===== config.mk =====
export PLATFORM = sky130hd
export DESIGN_NAME = sesfe_top
export DESIGN_NICKNAME = d
export VERILOG_FILES = /design/src/verilog/sesfe_pkg.sv /design/src/verilog/sesfe_buf2.sv /design/src/verilog/sesfe_top.sv
export SDC_FILE = /design/constraint.sdc
export NUM_CORES = 1
export LEC_CHECK = 0
export ABC_AREA = 0
export ABC_CLOCK_PERIOD_IN_PS = 3200
export BUFFER_PORTS_ARGS = -buffer_cell sky130_fd_sc_hd__buf_4
export CORE_MARGIN = 3
export CORE_UTILIZATION = 60
export CTS_CLUSTER_DIAMETER = 100
export CTS_CLUSTER_SIZE = 8
export DETAILED_ROUTE_END_ITERATION = 10
export MAX_ROUTING_LAYER = met4
export PLACE_DENSITY = 0.8
export RECOVER_POWER = 25
export SLEW_MARGIN = 0
export SYNTH_ARGS = -nofsm -noshare
export SYNTH_HDL_FRONTEND = slang
export SYNTH_SLANG_ARGS = --single-unit

===== constraint.sdc =====
create_clock -name ref_clk -period 3.2 [get_ports ref_clk]
set_input_delay 0.32 -clock ref_clk [delete_from_list [all_inputs] [get_ports ref_clk]]
set_output_delay 0.32 -clock ref_clk [all_outputs]
set_load 0.02 [all_outputs]

===== src/verilog/sesfe_pkg.sv =====
// Shared constants for the serial EEPROM SPI front end
package sesfe_pkg;

  // Byte framing
  localparam int          BYTE_W      = 8;
  localparam int          BIT_CNT_W   = 3;
  localparam int          BYTE_CNT_W  = 4;
  localparam logic [2:0]  BIT_FIRST   = 3'h0;
  localparam logic [2:0]  BIT_LAST    = 3'h7;
  localparam logic [2:0]  BIT_STEP    = 3'h1;
  localparam logic [3:0]  BYTE_NONE   = 4'h0;
  localparam logic [3:0]  BYTE_STEP   = 4'h1;
  localparam logic [3:0]  BYTE_SAT    = 4'hf;

  // Delivery state
  localparam logic [7:0]  ERASED_BYTE = 8'hff;
  localparam logic        LOCK_RST    = 1'b0;
  localparam logic        BP_HIGH_RST = 1'b0;
  localparam logic        BP_LOW_RST  = 1'b0;

  // Status write data field positions
  localparam int          ST_LOCK     = 2;
  localparam int          ST_BP_HIGH  = 1;
  localparam int          ST_BP_LOW   = 0;

  // Received word: first-byte flag above the data byte
  localparam int          RXW_W       = 9;
  localparam int          RXW_FIRST   = 8;

endpackage


===== src/verilog/sesfe_buf2.sv =====
// Two-entry valid/ready buffer with registered outputs
`timescale 1ns/100ps
module sesfe_buf2 #(
  parameter int WIDTH = 9
) (
  // Clock and reset
  input  wire logic             ref_clk,
  input  wire logic             resetn,
  // Fill side
  input  wire logic             in_valid,
  input  wire logic [WIDTH-1:0] in_data,
  output      logic             in_ready,
  // Drain side
  output      logic             out_valid,
  output      logic [WIDTH-1:0] out_data,
  input  wire logic             out_ready
);

  logic [WIDTH-1:0] head_q;
  logic [WIDTH-1:0] tail_q;
  logic             head_v_q;
  logic             tail_v_q;
  logic             push;
  logic             pop;

  assign in_ready  = ~tail_v_q;
  assign out_valid = head_v_q;
  assign out_data  = head_q;
  assign push      = in_valid & ~tail_v_q;
  assign pop       = head_v_q & out_ready;

  always_ff @(posedge ref_clk) begin
    if (!resetn) begin
      head_q   <= '0;
      tail_q   <= '0;
      head_v_q <= 1'b0;
      tail_v_q <= 1'b0;
    end else if (pop && tail_v_q) begin
      head_q   <= tail_q;
      tail_v_q <= 1'b0;
    end else if (pop) begin
      head_v_q <= push;
      head_q   <= in_data;
    end else if (push && !head_v_q) begin
      head_v_q <= 1'b1;
      head_q   <= in_data;
    end else if (push) begin
      tail_v_q <= 1'b1;
      tail_q   <= in_data;
    end
  end

endmodule


===== src/verilog/sesfe_top.sv =====
// SPI slave front end: bit framing, shifting and delivery state
// Functional notes
// - Bytes sent with no array data available read as all ones (FFh).
// - Status write lock and both block protect bits reset to zero.
// - Incoming instruction, address and data bytes arrive MSB first.
// - First input bit is the first clock rise after select falls.
// - Every returned byte leaves on the output MSB first.
// - First output bit is driven on the first fall after the instruction.
// - Output is released (not driven) whenever the device is deselected.
// - Inputs captured on rising edges, outputs change on falling edges.
// - Select low starts a transaction; select high ends it at any time.
// - Write frames count only if select rises on a byte boundary.
`timescale 1ns/100ps
module sesfe_top
  import sesfe_pkg::*;
(
  // Clock and reset
  input  wire logic               ref_clk,
  input  wire logic               resetn,
  // SPI pins
  input  wire logic               spi_clk,
  input  wire logic               spi_cs_n,
  input  wire logic               spi_mosi,
  output      logic               spi_miso_o,
  output      logic               spi_miso_oe,
  // Received bytes
  output      logic               rx_valid,
  output      logic [RXW_W-1:0]   rx_word,
  input  wire logic               rx_ready,
  output      logic               rx_overrun_q,
  // Bytes to return
  input  wire logic               tx_valid,
  input  wire logic [BYTE_W-1:0]  tx_data,
  output      logic               tx_taken_q,
  // Frame end report
  output      logic               frame_ok_q,
  output      logic               frame_bad_q,
  // Protection bits
  input  wire logic               status_wr,
  input  wire logic [2:0]         status_wr_data,
  output      logic               status_write_lock_q,
  output      logic               block_protect_high_q,
  output      logic               block_protect_low_q
);

  logic [2:0]            clk_sync_q;
  logic [2:0]            cs_sync_q;
  logic [1:0]            mosi_sync_q;
  logic                  sel;
  logic                  rise_ev;
  logic                  fall_ev;
  logic                  cs_rise;
  logic                  cs_fall;
  logic [BIT_CNT_W-1:0]  bit_cnt_q;
  logic [BYTE_CNT_W-1:0] byte_cnt_q;
  logic [BYTE_W-1:0]     rx_sh_q;
  logic                  push_q;
  logic [RXW_W-1:0]      push_word_q;
  logic                  buf_in_ready;
  logic [BYTE_W-1:0]     tx_sh_q;
  logic                  load_ev;
  logic [BYTE_W-1:0]     load_byte;
  logic                  byte_done;

  // Pin synchronisers; stage 0 feeds only stage 1
  always_ff @(posedge ref_clk) begin
    if (!resetn) begin
      clk_sync_q  <= '0;
      cs_sync_q   <= '1;
      mosi_sync_q <= '0;
    end else begin
      clk_sync_q  <= {clk_sync_q[1:0], spi_clk};
      cs_sync_q   <= {cs_sync_q[1:0], spi_cs_n};
      mosi_sync_q <= {mosi_sync_q[0], spi_mosi};
    end
  end

  // Edges seen only while selected
  // Select stands two stages; masks an edge arriving with it
  assign sel     = ~cs_sync_q[1] & ~cs_sync_q[2];
  assign rise_ev = sel & clk_sync_q[1] & ~clk_sync_q[2];
  assign fall_ev = sel & ~clk_sync_q[1] & clk_sync_q[2];
  assign cs_fall = ~cs_sync_q[1] & cs_sync_q[2];
  assign cs_rise = cs_sync_q[1] & ~cs_sync_q[2];

  assign byte_done = rise_ev && (bit_cnt_q == BIT_LAST);
  assign load_ev   = fall_ev && (bit_cnt_q == BIT_FIRST) &&
                     (byte_cnt_q != BYTE_NONE);
  assign load_byte = tx_valid ? tx_data : ERASED_BYTE;

  // Bit and byte counters
  always_ff @(posedge ref_clk) begin
    if (!resetn || !sel) begin
      bit_cnt_q  <= BIT_FIRST;
      byte_cnt_q <= BYTE_NONE;
    end else if (rise_ev) begin
      bit_cnt_q <= bit_cnt_q + BIT_STEP;
      if (byte_done && byte_cnt_q != BYTE_SAT) begin
        byte_cnt_q <= byte_cnt_q + BYTE_STEP;
      end
    end
  end

  // Input shifter, MSB first
  always_ff @(posedge ref_clk) begin
    if (!resetn) begin
      rx_sh_q <= '0;
    end else if (rise_ev) begin
      rx_sh_q <= {rx_sh_q[BYTE_W-2:0], mosi_sync_q[1]};
    end
  end

  // Completed byte into the buffer
  always_ff @(posedge ref_clk) begin
    if (!resetn) begin
      push_q      <= 1'b0;
      push_word_q <= '0;
    end else begin
      push_q <= byte_done;
      if (byte_done) begin
        push_word_q <= {byte_cnt_q == BYTE_NONE,
                        rx_sh_q[BYTE_W-2:0], mosi_sync_q[1]};
      end
    end
  end

  // Overrun when buffer full; set wins over frame-start clear
  always_ff @(posedge ref_clk) begin
    if (!resetn) begin
      rx_overrun_q <= 1'b0;
    end else if (push_q && !buf_in_ready) begin
      rx_overrun_q <= 1'b1;
    end else if (cs_fall) begin
      rx_overrun_q <= 1'b0;
    end
  end

  sesfe_buf2 #(
    .WIDTH     (RXW_W)
  ) u_rx_buf (
    .ref_clk   (ref_clk),
    .resetn    (resetn),
    .in_valid  (push_q),
    .in_data   (push_word_q),
    .in_ready  (buf_in_ready),
    .out_valid (rx_valid),
    .out_data  (rx_word),
    .out_ready (rx_ready)
  );

  // Output shifter, changes on falling edges only
  always_ff @(posedge ref_clk) begin
    if (!resetn) begin
      tx_sh_q    <= ERASED_BYTE;
      spi_miso_o <= 1'b1;
      tx_taken_q <= 1'b0;
    end else begin
      tx_taken_q <= load_ev && tx_valid;
      if (load_ev) begin
        tx_sh_q    <= load_byte;
        spi_miso_o <= load_byte[BYTE_W-1];
      end else if (fall_ev) begin
        tx_sh_q    <= {tx_sh_q[BYTE_W-2:0], 1'b1};
        spi_miso_o <= tx_sh_q[BYTE_W-2];
      end
    end
  end

  // Output enable from first load until deselect
  always_ff @(posedge ref_clk) begin
    if (!resetn || !sel) begin
      spi_miso_oe <= 1'b0;
    end else if (load_ev) begin
      spi_miso_oe <= 1'b1;
    end
  end

  // Frame end report on select rise
  always_ff @(posedge ref_clk) begin
    if (!resetn) begin
      frame_ok_q  <= 1'b0;
      frame_bad_q <= 1'b0;
    end else begin
      frame_ok_q  <= cs_rise && (bit_cnt_q == BIT_FIRST) &&
                     (byte_cnt_q != BYTE_NONE);
      frame_bad_q <= cs_rise && ((bit_cnt_q != BIT_FIRST) ||
                     (byte_cnt_q == BYTE_NONE));
    end
  end

  // Protection bits
  always_ff @(posedge ref_clk) begin
    if (!resetn) begin
      status_write_lock_q  <= LOCK_RST;
      block_protect_high_q <= BP_HIGH_RST;
      block_protect_low_q  <= BP_LOW_RST;
    end else if (status_wr) begin
      status_write_lock_q  <= status_wr_data[ST_LOCK];
      block_protect_high_q <= status_wr_data[ST_BP_HIGH];
      block_protect_low_q  <= status_wr_data[ST_BP_LOW];
    end
  end

  // Framing, shifting and delivery state checks
  erased_fill_a: assert property (@(posedge ref_clk)
    disable iff (!resetn) load_ev && !tx_valid |=> tx_sh_q == ERASED_BYTE)
    else $error("empty source did not give erased byte");

  status_reset_a: assert property (@(posedge ref_clk)
    !resetn |=> !status_write_lock_q && !block_protect_high_q &&
                !block_protect_low_q)
    else $error("protection bits not zero after reset");

  in_msb_a: assert property (@(posedge ref_clk)
    disable iff (!resetn)
    byte_done |=> push_q &&
                  push_word_q[BYTE_W-1] == $past(rx_sh_q[BYTE_W-2]))
    else $error("first received bit not in byte MSB");

  first_bit_a: assert property (@(posedge ref_clk)
    disable iff (!resetn)
    cs_fall |=> bit_cnt_q == BIT_FIRST && byte_cnt_q == BYTE_NONE)
    else $error("framing not restarted at select fall");

  out_msb_a: assert property (@(posedge ref_clk)
    disable iff (!resetn)
    load_ev |=> spi_miso_o == $past(load_byte[BYTE_W-1]))
    else $error("returned byte not started with MSB");

  first_out_a: assert property (@(posedge ref_clk)
    disable iff (!resetn) load_ev |=> spi_miso_oe)
    else $error("output not driven after instruction");

  hiz_desel_a: assert property (@(posedge ref_clk)
    disable iff (!resetn) cs_sync_q[1] |=> !spi_miso_oe)
    else $error("output driven while deselected");

  fall_only_a: assert property (@(posedge ref_clk)
    disable iff (!resetn)
    !fall_ev && !$past(fall_ev) |-> $stable(spi_miso_o))
    else $error("output changed away from falling edge");

  rise_capture_a: assert property (@(posedge ref_clk)
    disable iff (!resetn)
    rise_ev |=> bit_cnt_q == $past(bit_cnt_q) + BIT_STEP)
    else $error("rising edge did not advance bit count");

  frame_end_a: assert property (@(posedge ref_clk)
    disable iff (!resetn) cs_rise |=> frame_ok_q ^ frame_bad_q)
    else $error("select rise gave no single frame report");

  commit_align_a: assert property (@(posedge ref_clk)
    disable iff (!resetn) frame_ok_q |-> $past(bit_cnt_q) == BIT_FIRST)
    else $error("frame accepted off a byte boundary");

  deselect_idle_a: assert property (@(posedge ref_clk)
    disable iff (!resetn)
    cs_sync_q[1] && cs_sync_q[2] |-> bit_cnt_q == BIT_FIRST && !rise_ev)
    else $error("counters active while deselected");

  sel_guard_a: assert property (@(posedge ref_clk)
    disable iff (!resetn) cs_fall |-> !rise_ev && !fall_ev)
    else $error("clock edge taken with select fall");

  desel_clear_a: assert property (@(posedge ref_clk)
    disable iff (!resetn)
    !sel |=> bit_cnt_q == BIT_FIRST && byte_cnt_q == BYTE_NONE)
    else $error("counters not cleared while deselected");

  no_early_out_a: assert property (@(posedge ref_clk)
    disable iff (!resetn)
    fall_ev && byte_cnt_q == BYTE_NONE |=> !spi_miso_oe)
    else $error("output driven before instruction done");

  oe_hold_a: assert property (@(posedge ref_clk)
    disable iff (!resetn) spi_miso_oe && sel |=> spi_miso_oe)
    else $error("output released while selected");

  shift_out_a: assert property (@(posedge ref_clk)
    disable iff (!resetn)
    fall_ev && !load_ev |=> spi_miso_o == $past(tx_sh_q[BYTE_W-2]))
    else $error("returned byte not shifted MSB first");

  taken_pulse_a: assert property (@(posedge ref_clk)
    disable iff (!resetn)
    tx_taken_q |-> $past(load_ev) && $past(tx_valid))
    else $error("byte taken without a load");

  status_load_a: assert property (@(posedge ref_clk)
    disable iff (!resetn)
    status_wr |=> status_write_lock_q == $past(status_wr_data[ST_LOCK]) &&
                  block_protect_high_q == $past(status_wr_data[ST_BP_HIGH]) &&
                  block_protect_low_q == $past(status_wr_data[ST_BP_LOW]))
    else $error("protection bits not loaded");

  // Main scenarios
  read_out_c: cover property (@(posedge ref_clk) load_ev && tx_valid);
  erased_out_c: cover property (@(posedge ref_clk) load_ev && !tx_valid);
  frame_ok_c: cover property (@(posedge ref_clk) frame_ok_q);
  frame_bad_c: cover property (@(posedge ref_clk) frame_bad_q);
  overrun_c: cover property (@(posedge ref_clk) $rose(rx_overrun_q));

endmodule

# Word-level counts from Yosys, hierarchy flattened
# Cells that the tools add are included.
[word_totals] register_bits=68 latchBits=0 ramBits=0 romBits=0 in_bits=19 output_inout_bits=19 word_cells=85 n_memories=0
[classes] add_sub_neg=2 n_mul=0 div_mod_pow=0 n_lt_le_gt_ge=0 eq_ne=2 n_shift=0 n_mux=12 bitwise_logic=18 n_reduce_logical=29
[op_table] cell="$mux W9" count=3
[op_table] cell="$mux W7" count=2
[op_table] cell="$logic_and A1 B1 Y1" count=11
[op_table] cell="$and A1 B1 Y1" count=9
[op_table] cell="$not A1 Y1" count=9
[op_table] cell="$mux W8" count=1
[op_table] cell="$mux W1" count=6
[op_table] cell="$reduce_bool A2 Y1" count=3
[op_table] cell="$reduce_bool A3 Y1" count=2
[op_table] cell="$add A4 B1 Y4 const B" count=1
[op_table] cell="$logic_not A4 Y1" count=1
[op_table] cell="$ne A4 B4 Y1 const B" count=1
[op_table] cell="$reduce_and A2 Y1" count=2
[op_table] cell="$reduce_and A4 Y1" count=1
[op_table] cell="$reduce_bool A4 Y1" count=1
[op_table] cell="$add A3 B1 Y3 const B" count=1
[op_table] cell="$eq A3 B3 Y1 const B" count=1
[op_table] cell="$logic_not A1 Y1" count=3
[op_table] cell="$logic_not A3 Y1" count=1
[op_table] cell="$reduce_and A3 Y1" count=1
[op_table] cell="$logic_or A1 B1 Y1" count=2
[op_table] cell="$reduce_or A2 Y1" count=1

# Logic depth before layout (Yosys ltp)
# Gate-level depths: netlist of the first run.
[depth] ltp_word=7 depth_mapped=6 ltp_nobuf=5

# Cells and area by module
# Synthesis of the first run repeated with hierarchy kept, for this count alone.
[hier_totals] cells_unflattened=321 area_unflattened_um2=2969.1
[modules_own_cells] mod="sesfe_top" n_inst=1 cells_per_inst=218 area_each_um2=2001.9 seq_area_each_um2=960.9
[modules_own_cells] mod="sesfe_buf2" n_inst=1 cells_per_inst=103 area_each_um2=967.2 seq_area_each_um2=400.4

# Worst setup path before layout of the first run
# Ideal clock, no wire load.
[synth_path] path_type="reg2reg" start="reg cs_sync_q[1]" end="reg tx_sh_q[0]" setup_time_ns=0.129 t_arrival_ns=1.406 required_time_ns=3.071 slack_ns=1.665 stages_incl_launch_ff=6 path_buffers=2 synth_period_minus_slack_ns=1.535 path_cell_list="dfxtp_1 or4b_1 buf_2 buf_6 nor4_4 o21ai_1"
[synth_via] elab_chain_len=7 word_cells_on_any_way=8 classes_between="mux (1); bitwise (4); reduce/logical (3)"
[synth_lines] item="start: declaration" line_no="sesfe_top.sv:47" rtl="logic [2:0] cs_sync_q;"
[synth_lines] item="start signal: assignment" line_no="sesfe_top.sv:73" rtl="cs_sync_q <= {cs_sync_q[1:0], spi_cs_n};"
[synth_lines] item="$not A1 Y1 (*)" line_no="sesfe_top.sv:80" rtl="assign sel = ~cs_sync_q[1] & ~cs_sync_q[2];"
[synth_lines] item="$and A1 B1 Y1 (*)" line_no="sesfe_top.sv:80"
[synth_lines] item="$and A1 B1 Y1 (*) (2 in a row)" line_no="sesfe_top.sv:82" rtl="assign fall_ev = sel & ~clk_sync_q[1] & clk_sync_q[2];"
[synth_lines] item="$logic_and A1 B1 Y1 (2 in a row)" line_no="sesfe_top.sv:87" rtl="assign load_ev = fall_ev && (bit_cnt_q == BIT_FIRST) &&"
[synth_lines] item="$mux W7 or $reduce_bool A2 Y1 (tied branches)"
[synth_lines] item="end signal: assignment" line_no="sesfe_top.sv:160" rtl="tx_sh_q <= load_byte;"
[synth_lines] item="end signal: assignment" line_no="sesfe_top.sv:163" rtl="tx_sh_q <= {tx_sh_q[BYTE_W-2:0], 1'b1};"
[synth_lines] item="end: declaration" line_no="sesfe_top.sv:60" rtl="logic [BYTE_W-1:0] tx_sh_q;"
# Mark *: on every way between the ends. The rest lies on a longest branch, timed or not.
# A chain may end at the register's enable or synchronous reset.

# Worst setup path after layout of the first run
[layout_path] start="reg bit_cnt_q[0]" end="reg byte_cnt_q[3]"
[layout_via] elab_chain_len=4
[layout_lines] item="start: declaration" line_no="sesfe_top.sv:54" rtl="logic [BIT_CNT_W-1:0] bit_cnt_q;"
[layout_lines] item="start signal: assignment" line_no="sesfe_top.sv:97" rtl="bit_cnt_q <= bit_cnt_q + BIT_STEP;"
[layout_lines] item="$eq A3 B3 Y1" line_no="sesfe_top.sv:86" rtl="assign byte_done = rise_ev && (bit_cnt_q == BIT_LAST);"
[layout_lines] item="$logic_and A1 B1 Y1" line_no="sesfe_top.sv:86"
[layout_lines] item="$logic_and A1 B1 Y1" line_no="sesfe_top.sv:98" rtl="if (byte_done && byte_cnt_q != BYTE_SAT) begin"
[layout_lines] item="$reduce_and A2 Y1 (no source line)"
[layout_lines] item="end signal: assignment" line_no="sesfe_top.sv:99" rtl="byte_cnt_q <= byte_cnt_q + BYTE_STEP;"
[layout_lines] item="end: declaration" line_no="sesfe_top.sv:55" rtl="logic [BYTE_CNT_W-1:0] byte_cnt_q;"
# Every way passes these cells.

==> results of run 1 <==
==> per-layer routing <==
metal  share of wire, %  GRT usage (%)  wire length, um
met4                1.2          6.522               64
met1                 49          30.50             2704
met2                 46          31.90             2520
met5                  0              -                0
met3                4.4          7.610              246
==> power groups by stage <==
stage	registers, mW	logic, mW	clock network (mW)
5_1_grt	0.857	0.0562	0.762
3_5_place_dp	0.876	0.0519	0
6_report	0.857	0.0513	0.706
3_3_place_gp	0.876	0.0514	0
4_1_cts	0.857	0.0521	0.723
2_1_floorplan	0.878	0.0230	0
==> cells by family after synthesis <==
logic type,synth area share [%]
AND/OR/NAND/NOR,21.47
AO/OA/AOI/OAI,18.96
flip-flops,47.97
buffers and inverters,4.498
multiplexers,4.585
adder cells (fa/ha/maj),2.205
XOR/XNOR,0.3087
==> worst max-delay path, cell delays in order (launching register included) <==
cell	delay (ns)
sky130_fd_sc_hd__dfxtp_1	0.37
sky130_fd_sc_hd__ha_1	0.17
sky130_fd_sc_hd__ha_1	0.40
sky130_fd_sc_hd__inv_1	0.28
sky130_fd_sc_hd__nor4_2	0.37
sky130_fd_sc_hd__mux2i_1	0.20
==> cell type report <==
type / count / area [sq um]
multi-input cells: 206 / 1355
repair buffers: 40 / 274.0
fillers: 362 / 1190
inverters: 7 / 26.28
well taps: 52 / 65.06
flip-flops and latches: 68 / 1361
clock inverters: 4 / 47.55
clock buffers: 12 / 155.1
==> registers in the layout, indices dropped and copies added, names as in the netlist, 2 cells and up <==
register,count
clk_sync_q,3
bit_cnt_q,3
push_word_q,9
mosi_sync_q,2
u_rx_buf.out_data,9
tx_sh_q,7
u_rx_buf.tail_q,9
cs_sync_q,3
rx_sh_q,7
byte_cnt_q,4
==> Yosys cell counts, drive strengths merged <==
cell,instances
a31oi,1
and2,6
o21ai,12
nor2,3
nand2,43
nor2b,6
nand4,2
and3,4
buf,9
inv,7
o31ai,11
nor3,3
a21oi,19
nand3,12
nor4bb,1
nand2b,7
ha,5
mux2i,13
o221a,2
dfxtp,68
a21boi,27
nand4bb,1
nor3b,4
o21a,1
or3b,1
or4b,2
nor4b,8
or2,1
clkbuf,14
nor4,3
o311ai,7
xnor2,1
==> stage by stage <==
stage                     instance area [sq um]  worst slack [ns]  hold slack [ns]  instances  util [%]
after floorplan                            2838             1.665           0.3863        304         -
after global placement                     3108             1.431           0.4087        373     69.46
after detailed placement                   3108             1.362           0.4076        373     69.46
after CTS                                  3311             1.334           0.1626        389     73.99
after global routing                       3284             1.146           0.1812        389     73.41
final                                      3284             1.341           0.1819        389     73.41
==> how the worst max path moves through the flow <==
stage / to / from / slack, ns
floorplan: tx_sh_q[0]$_SDFFE_PN1P_ / cs_sync_q[1]$_SDFF_PN1_ / 1.66
global placement: byte_cnt_q[3]$_SDFFE_PP0P_ / bit_cnt_q[0]$_SDFFE_PP0P_ / 1.43
detailed placement: byte_cnt_q[3]$_SDFFE_PP0P_ / bit_cnt_q[0]$_SDFFE_PP0P_ / 1.36
CTS: byte_cnt_q[3]$_SDFFE_PP0P_ / bit_cnt_q[0]$_SDFFE_PP0P_ / 1.33
global route: byte_cnt_q[3]$_SDFFE_PP0P_ / bit_cnt_q[0]$_SDFFE_PP0P_ / 1.15
finish: byte_cnt_q[3]$_SDFFE_PP0P_ / bit_cnt_q[0]$_SDFFE_PP0P_ / 1.34
==> flow_summary_export.csv, run 1 <==
group,metric,value,unit
critical_path,endpoint_kind,"register",
clock_tree,cts-htree-levels,3,
synth,synth.net_count,328,
synth,yosysWarnings,0,
worst_hold_path,worstHoldStart,"spi_cs_n",
clock_tree,clk_root_buffer_cell,"sky130_fd_sc_hd__clkbuf_8",
routing,ant_nets,0,
critical_path,critPathArrivalTime,2.13,ns
die,placement_rows,24,
clock_tree,tritoncts,"built",
die,coreArea,4474,sq um
finish,layout-drive-gt1-share,16.91,%
pwr,share_clk_of_total_power,43.7,%
synth,netlist_top_cells_area,"sky130_fd_sc_hd__dfxtp_1 (48%), sky130_fd_sc_hd__a21boi_0 (7.1%), sky130_fd_sc_hd__nand2_1 (5.7%), sky130_fd_sc_hd__mux2i_1 (4.6%), sky130_fd_sc_hd__a21oi_1 (3.4%)",
worst_hold_path,worst_hold_end,"cs_sync_q[0]$_SDFF_PN1_",
clock_tree,cts_made_buffers,9,
synth,seq_area_frac_synth,47.97,%
pwr,leakagePower,1.242,nW
die,dieArea,5591,sq um
grt,vias_in_the_first_global_route,2005,
die,die-height,74.77,um
clock_tree,post-cts-setup-buffers,0,
timing,max_freq,537.8,MHz
grt,grt_overflow,0,
finish,design.final.nets,356,
routing,drt-initial-drc-count,105,
critical_path,worst_path_required_time,3.47,ns
timing,min_period_over_period,58.11,%
die,die-width,74.77,um
routing,dr.pass1.iters,4,
critical_path,worstReg2RegStart,"bit_cnt_q[0]$_SDFFE_PP0P_",
die,initial_core_util,63.42,%
timing,final-setup-viol-count,0,
synth,yosys.cell_types.count,40,
timing,unrepaired_setup_endpoints_after_global_routing,"no",
pwr,comb_power_share,3.2,%
clock_tree,tritoncts_num_sinks,68,
grt,grt_util_all_layers,22.48,%
pwr,p_int,1.282,mW
grt,grt_max_degree,62,
pwr,max-vdd-ir-drop,404.3,uV
synth,synth_seq_cells,68,
routing,number_of_vias_per_cell,5.766,
placed_design,numPortBuffers,37,
critical_path,critical_path_class,"reg2reg",
critical_path,path_depth_of_the_worst_reg2reg_path,5,
critical_path,reg2reg_setup_slack,1.34,ns
synth,postSynthCellCount,304,
routing,routed_wirelength,5535,um
finish,most-common-layout-cells,"sky130_fd_sc_hd__dfxtp_1 (68), sky130_fd_sc_hd__nand2_1 (43), sky130_fd_sc_hd__buf_4 (33)",
routing,remaining_drc_errors,0,
clock_tree,clock_tree.buffer_depth,2,
critical_path,regToRegEndpoint,"byte_cnt_q[3]$_SDFFE_PP0P_",
timing,slew-limit-headroom,57.79,%
run,drv.max_cap_violation_count,0,
critical_path,worst_setup_path_start_kind,"register",
clock_tree,cts-hold-fix-buffers,0,
worst_hold_path,hp-class,"in2reg",
synth,synth.top_cell.area_share,47.97,%
die,io_pins,38,
critical_path,crit_path_max_fanout,14,
pwr,power.switching,0.3328,mW
finish,area_growth_syn_to_layout,15.74,%
timing,worst_clock_skew,0.006195,ns
placed_design,place_hpwl,3713,um
timing,final_hold_viol_count,0,
synth,yosysTopAreaCell,"sky130_fd_sc_hd__dfxtp_1",
clock_tree,clock_insertion_delay_worst_skew,0.33,ns
grt,first_pass_grt_wire_length,9356,um
routing,dr_total_vias,2243,
finish,insertedDiodeCount,0,
pwr,seq_power_share,53.1,%
worst_hold_path,min_delay_path_depth,2,
grt,antenna_violations_before_repair,0,
pwr,p_sw_share,20.61,%
clock_tree,cts_resized,0,
timing,fin_crit,1.859,ns
status,status,"complete, no violations",
routing,routedWlPerCell,14.23,um
synth,synth_area,2838,sq um
synth,avgSynthCellArea,9.335,sq um
timing,final-max-slew-violation-count,0,
pwr,power_per_cell_area,491.6,nW/um^2
clock_tree,cts.reportedPaths.clkPinSlew,0.07,ns
placed_design,gp_congestion,0.7386,
timing,finalSetupTns,0,ns
timing,worst_slew_pin_slew,0.6304,ns
finish,final_common_cell,"sky130_fd_sc_hd__dfxtp_1",
pwr,post_layout_total_power,1.615,mW
No activity file was read; power rests on OpenSTA's default activity.
==> run 2, diff against run 1 <==
--- a/config.mk
+++ b/config.mk
@@ -6,15 +6,15 @@
 export NUM_CORES = 1
 export LEC_CHECK = 0
 export ABC_AREA = 0
-export ABC_CLOCK_PERIOD_IN_PS = 3200
+export ABC_CLOCK_PERIOD_IN_PS = 1800
 export BUFFER_PORTS_ARGS = -buffer_cell sky130_fd_sc_hd__buf_4
 export CORE_MARGIN = 3
-export CORE_UTILIZATION = 60
+export CORE_UTILIZATION = 56
 export CTS_CLUSTER_DIAMETER = 100
 export CTS_CLUSTER_SIZE = 8
 export DETAILED_ROUTE_END_ITERATION = 10
 export MAX_ROUTING_LAYER = met4
-export PLACE_DENSITY = 0.8
+export PLACE_DENSITY = 0.75
 export RECOVER_POWER = 25
 export SLEW_MARGIN = 0
 export SYNTH_ARGS = -nofsm -noshare
==> constraint.sdc (replaced) <==
create_clock -name ref_clk -period 1.8 [get_ports ref_clk]
set_input_delay 0.18 -clock ref_clk [delete_from_list [all_inputs] [get_ports ref_clk]]
set_output_delay 0.18 -clock ref_clk [all_outputs]
set_load 0.02 [all_outputs]
==> run 2 against run 1 <==
Compared with the run above:
- global-route usage decreased by 1.4 points
- sequential share of layout area is 0.85 points lower
- power increased by 77%
- via count shrank 0.80%
- clock-buffer cell count up 3
- critical path depth grew 1
- combinational power is 79% higher
- critical path type unchanged
- largest cell class unchanged
- largest power group unchanged
- highest routed layer unchanged
==> flow_summary_export.csv, run 2 (synthesis results as in run 1) <==
group,metric,value,unit
grt,vias_in_the_first_global_route,2201,
finish,layout-drive-gt1-share,17.68,%
critical_path,reg2reg_setup_slack,0.15,ns
critical_path,worst_setup_path_endpoint,"tx_sh_q[5]$_SDFFE_PN1P_",
critical_path,worst_path_max_delay_cell,"sky130_fd_sc_hd__dfxtp_1",
placed_design,place_hpwl,3677,um
timing,unrepaired_setup_endpoints_after_global_routing,"no",
die,coreArea,4817,sq um
worst_hold_path,hp-class,"in2reg",
critical_path,crit_path_max_incr_delay,0.38,ns
timing,final-max-slew-violation-count,0,
clock_tree,cts_resized,0,
routing,drt-initial-drc-count,79,
routing,ant_nets,0,
grt,grt_util_all_layers,21.06,%
die,die-height,77.19,um
placed_design,preCtsSetupSlack,0.1681,ns
timing,min_period_over_period,91.39,%
timing,final-setup-viol-count,0,
timing,max_freq,607.9,MHz
critical_path,worstReg2RegStart,"byte_cnt_q[0]$_SDFFE_PP0P_",
clock_tree,post-cts-setup-buffers,0,
timing,finalSetupTns,0,ns
routing,routedWlPerCell,13.51,um
critical_path,regToRegEndpoint,"tx_sh_q[5]$_SDFFE_PN1P_",
die,dieArea,5958,sq um
grt,grt_overflow,0,
critical_path,cp_num_buf_inv,2,
clock_tree,clk_root_buffer_cell,"sky130_fd_sc_hd__clkbuf_8",
routing,routed_wirelength,5565,um
finish,final_common_cell,"sky130_fd_sc_hd__dfxtp_1",
timing,worst_clock_skew,0.005910,ns
pwr,leakagePower,1.271,nW
clock_tree,cts_made_buffers,9,
timing,fin_crit,1.645,ns
timing,slew-limit-headroom,66.41,%
run,drv.max_cap_violation_count,0,
pwr,power_per_cell_area,852.4,nW/um^2
critical_path,path_depth_of_the_worst_reg2reg_path,6,
finish,design.final.nets,364,
clock_tree,tritoncts_num_sinks,68,
grt,antenna_violations_before_repair,0,
die,initial_core_util,58.91,%
clock_tree,cts-htree-levels,3,
finish,insertedDiodeCount,0,
critical_path,critPathArrivalTime,1.81,ns
critical_path,cp_cell_sequence,"inv_1 > ha_1 > nor3b_1 > buf_4 > nor4b_1 > o311ai_0",
die,placement_rows,25,
clock_tree,clock_tree.buffer_depth,2,
status,status,"complete, no violations",
grt,grt_max_degree,61,
routing,remaining_drc_errors,0,
clock_tree,clock_insertion_delay_worst_skew,0.33,ns
critical_path,crit_path_max_fanout,11,
timing,final_hold_viol_count,0,
clock_tree,cts.reportedPaths.clkPinSlew,0.07,ns
finish,most-common-layout-cells,"sky130_fd_sc_hd__dfxtp_1 (68), sky130_fd_sc_hd__nand2_1 (43), sky130_fd_sc_hd__buf_4 (39)",
grt,first_pass_grt_wire_length,9956,um
pwr,post_layout_total_power,2.858,mW
critical_path,critical_path_class,"reg2reg",
critical_path,critical_path.startpoint,"byte_cnt_q[0]$_SDFFE_PP0P_",
routing,dr.pass1.iters,5,
pwr,max-vdd-ir-drop,656.5,uV
routing,number_of_vias_per_cell,5.400,
die,io_pins,38,
routing,dr_total_vias,2225,
timing,worst_slew_pin_slew,0.5039,ns
critical_path,cp.depth,6,
critical_path,critPathTopFamily,"simple AND/OR/NAND/NOR gates",
timing,fin_ws,0.1550,ns
placed_design,gp_congestion,0.7499,
critical_path,endpoint_kind,"register",
clock_tree,cts-hold-fix-buffers,0,
die,die-width,77.19,um
clock_tree,tritoncts,"built",
finish,area_growth_syn_to_layout,18.17,%
critical_path,worst_setup_path_start_kind,"register",
placed_design,numPortBuffers,37,
critical_path,worst_path_required_time,1.97,ns
-- run 2: cell count changes in the layout (fill, tap and decap cells not counted), sizes merged --
cell      delta
clkinvlp     -1
clkbuf       +5
clkinv       -2
buf          +6
-- run 2: worst min-delay path by stage --
stage,start,end,slack (ns),cells past startpoint
6_report,spi_cs_n,cs_sync_q[0]$_SDFF_PN1_,0.03,2
5_1_grt,spi_cs_n,cs_sync_q[0]$_SDFF_PN1_,0.04,2
4_1_cts,spi_cs_n,cs_sync_q[0]$_SDFF_PN1_,0.02,2
3_5_place_dp,spi_cs_n,cs_sync_q[0]$_SDFF_PN1_,0.37,2
3_3_place_gp,spi_cs_n,cs_sync_q[0]$_SDFF_PN1_,0.38,2
2_1_floorplan,spi_cs_n,cs_sync_q[0]$_SDFF_PN1_,0.28,1
-- run 2: layout make-up --
cell class / instances / area, sq um
sequential: 68 / 1361
multi-input combinational: 206 / 1355
inverter: 7 / 26.28
clock buffer: 15 / 166.4
timing repair buffer: 48 / 330.3
tap: 67 / 83.83
clock inverter: 1 / 30.03
fill: 418 / 1464
-- run 2: metal layers --
layer	global-route usage [%]	part of all wire, %	vias to the layer above
met3	5.634	3.5	4
met4	6.762	0.72	0
met1	27.33	50	1042
li1	-	-	1154
met2	32.04	45	25
met5	-	0	-
-- run 2: through the flow --
step	hold WS (ns)	utilization (%)	instance area, sq um	cells
final	0.03427	69.61	3353	412
after global routing	0.04276	69.61	3353	412
after CTS	0.02213	70.23	3383	412
after detailed placement	0.3683	66.16	3187	396
after global placement	0.3806	66.16	3187	396
after floorplan	0.2815	-	2838	304
-- run 2: report_power, final --
| part | switching, mW | internal [mW] | leakage, nW | total (mW) |
|---|---|---|---|---|
| sequential | 0.00799 | 1.52 | 0.550 | 1.52 |
| clock | 0.523 | 0.719 | 0.0979 | 1.24 |
| combinational | 0.0395 | 0.0522 | 0.623 | 0.0917 |
-- run 2: worst register-to-register path: stages, from the launching register on --
cell,delay [ns]
sky130_fd_sc_hd__dfxtp_1,0.38
sky130_fd_sc_hd__inv_1,0.08
sky130_fd_sc_hd__ha_1,0.20
sky130_fd_sc_hd__nor3b_1,0.13
sky130_fd_sc_hd__buf_4,0.19
sky130_fd_sc_hd__nor4b_1,0.31
sky130_fd_sc_hd__o311ai_0,0.18
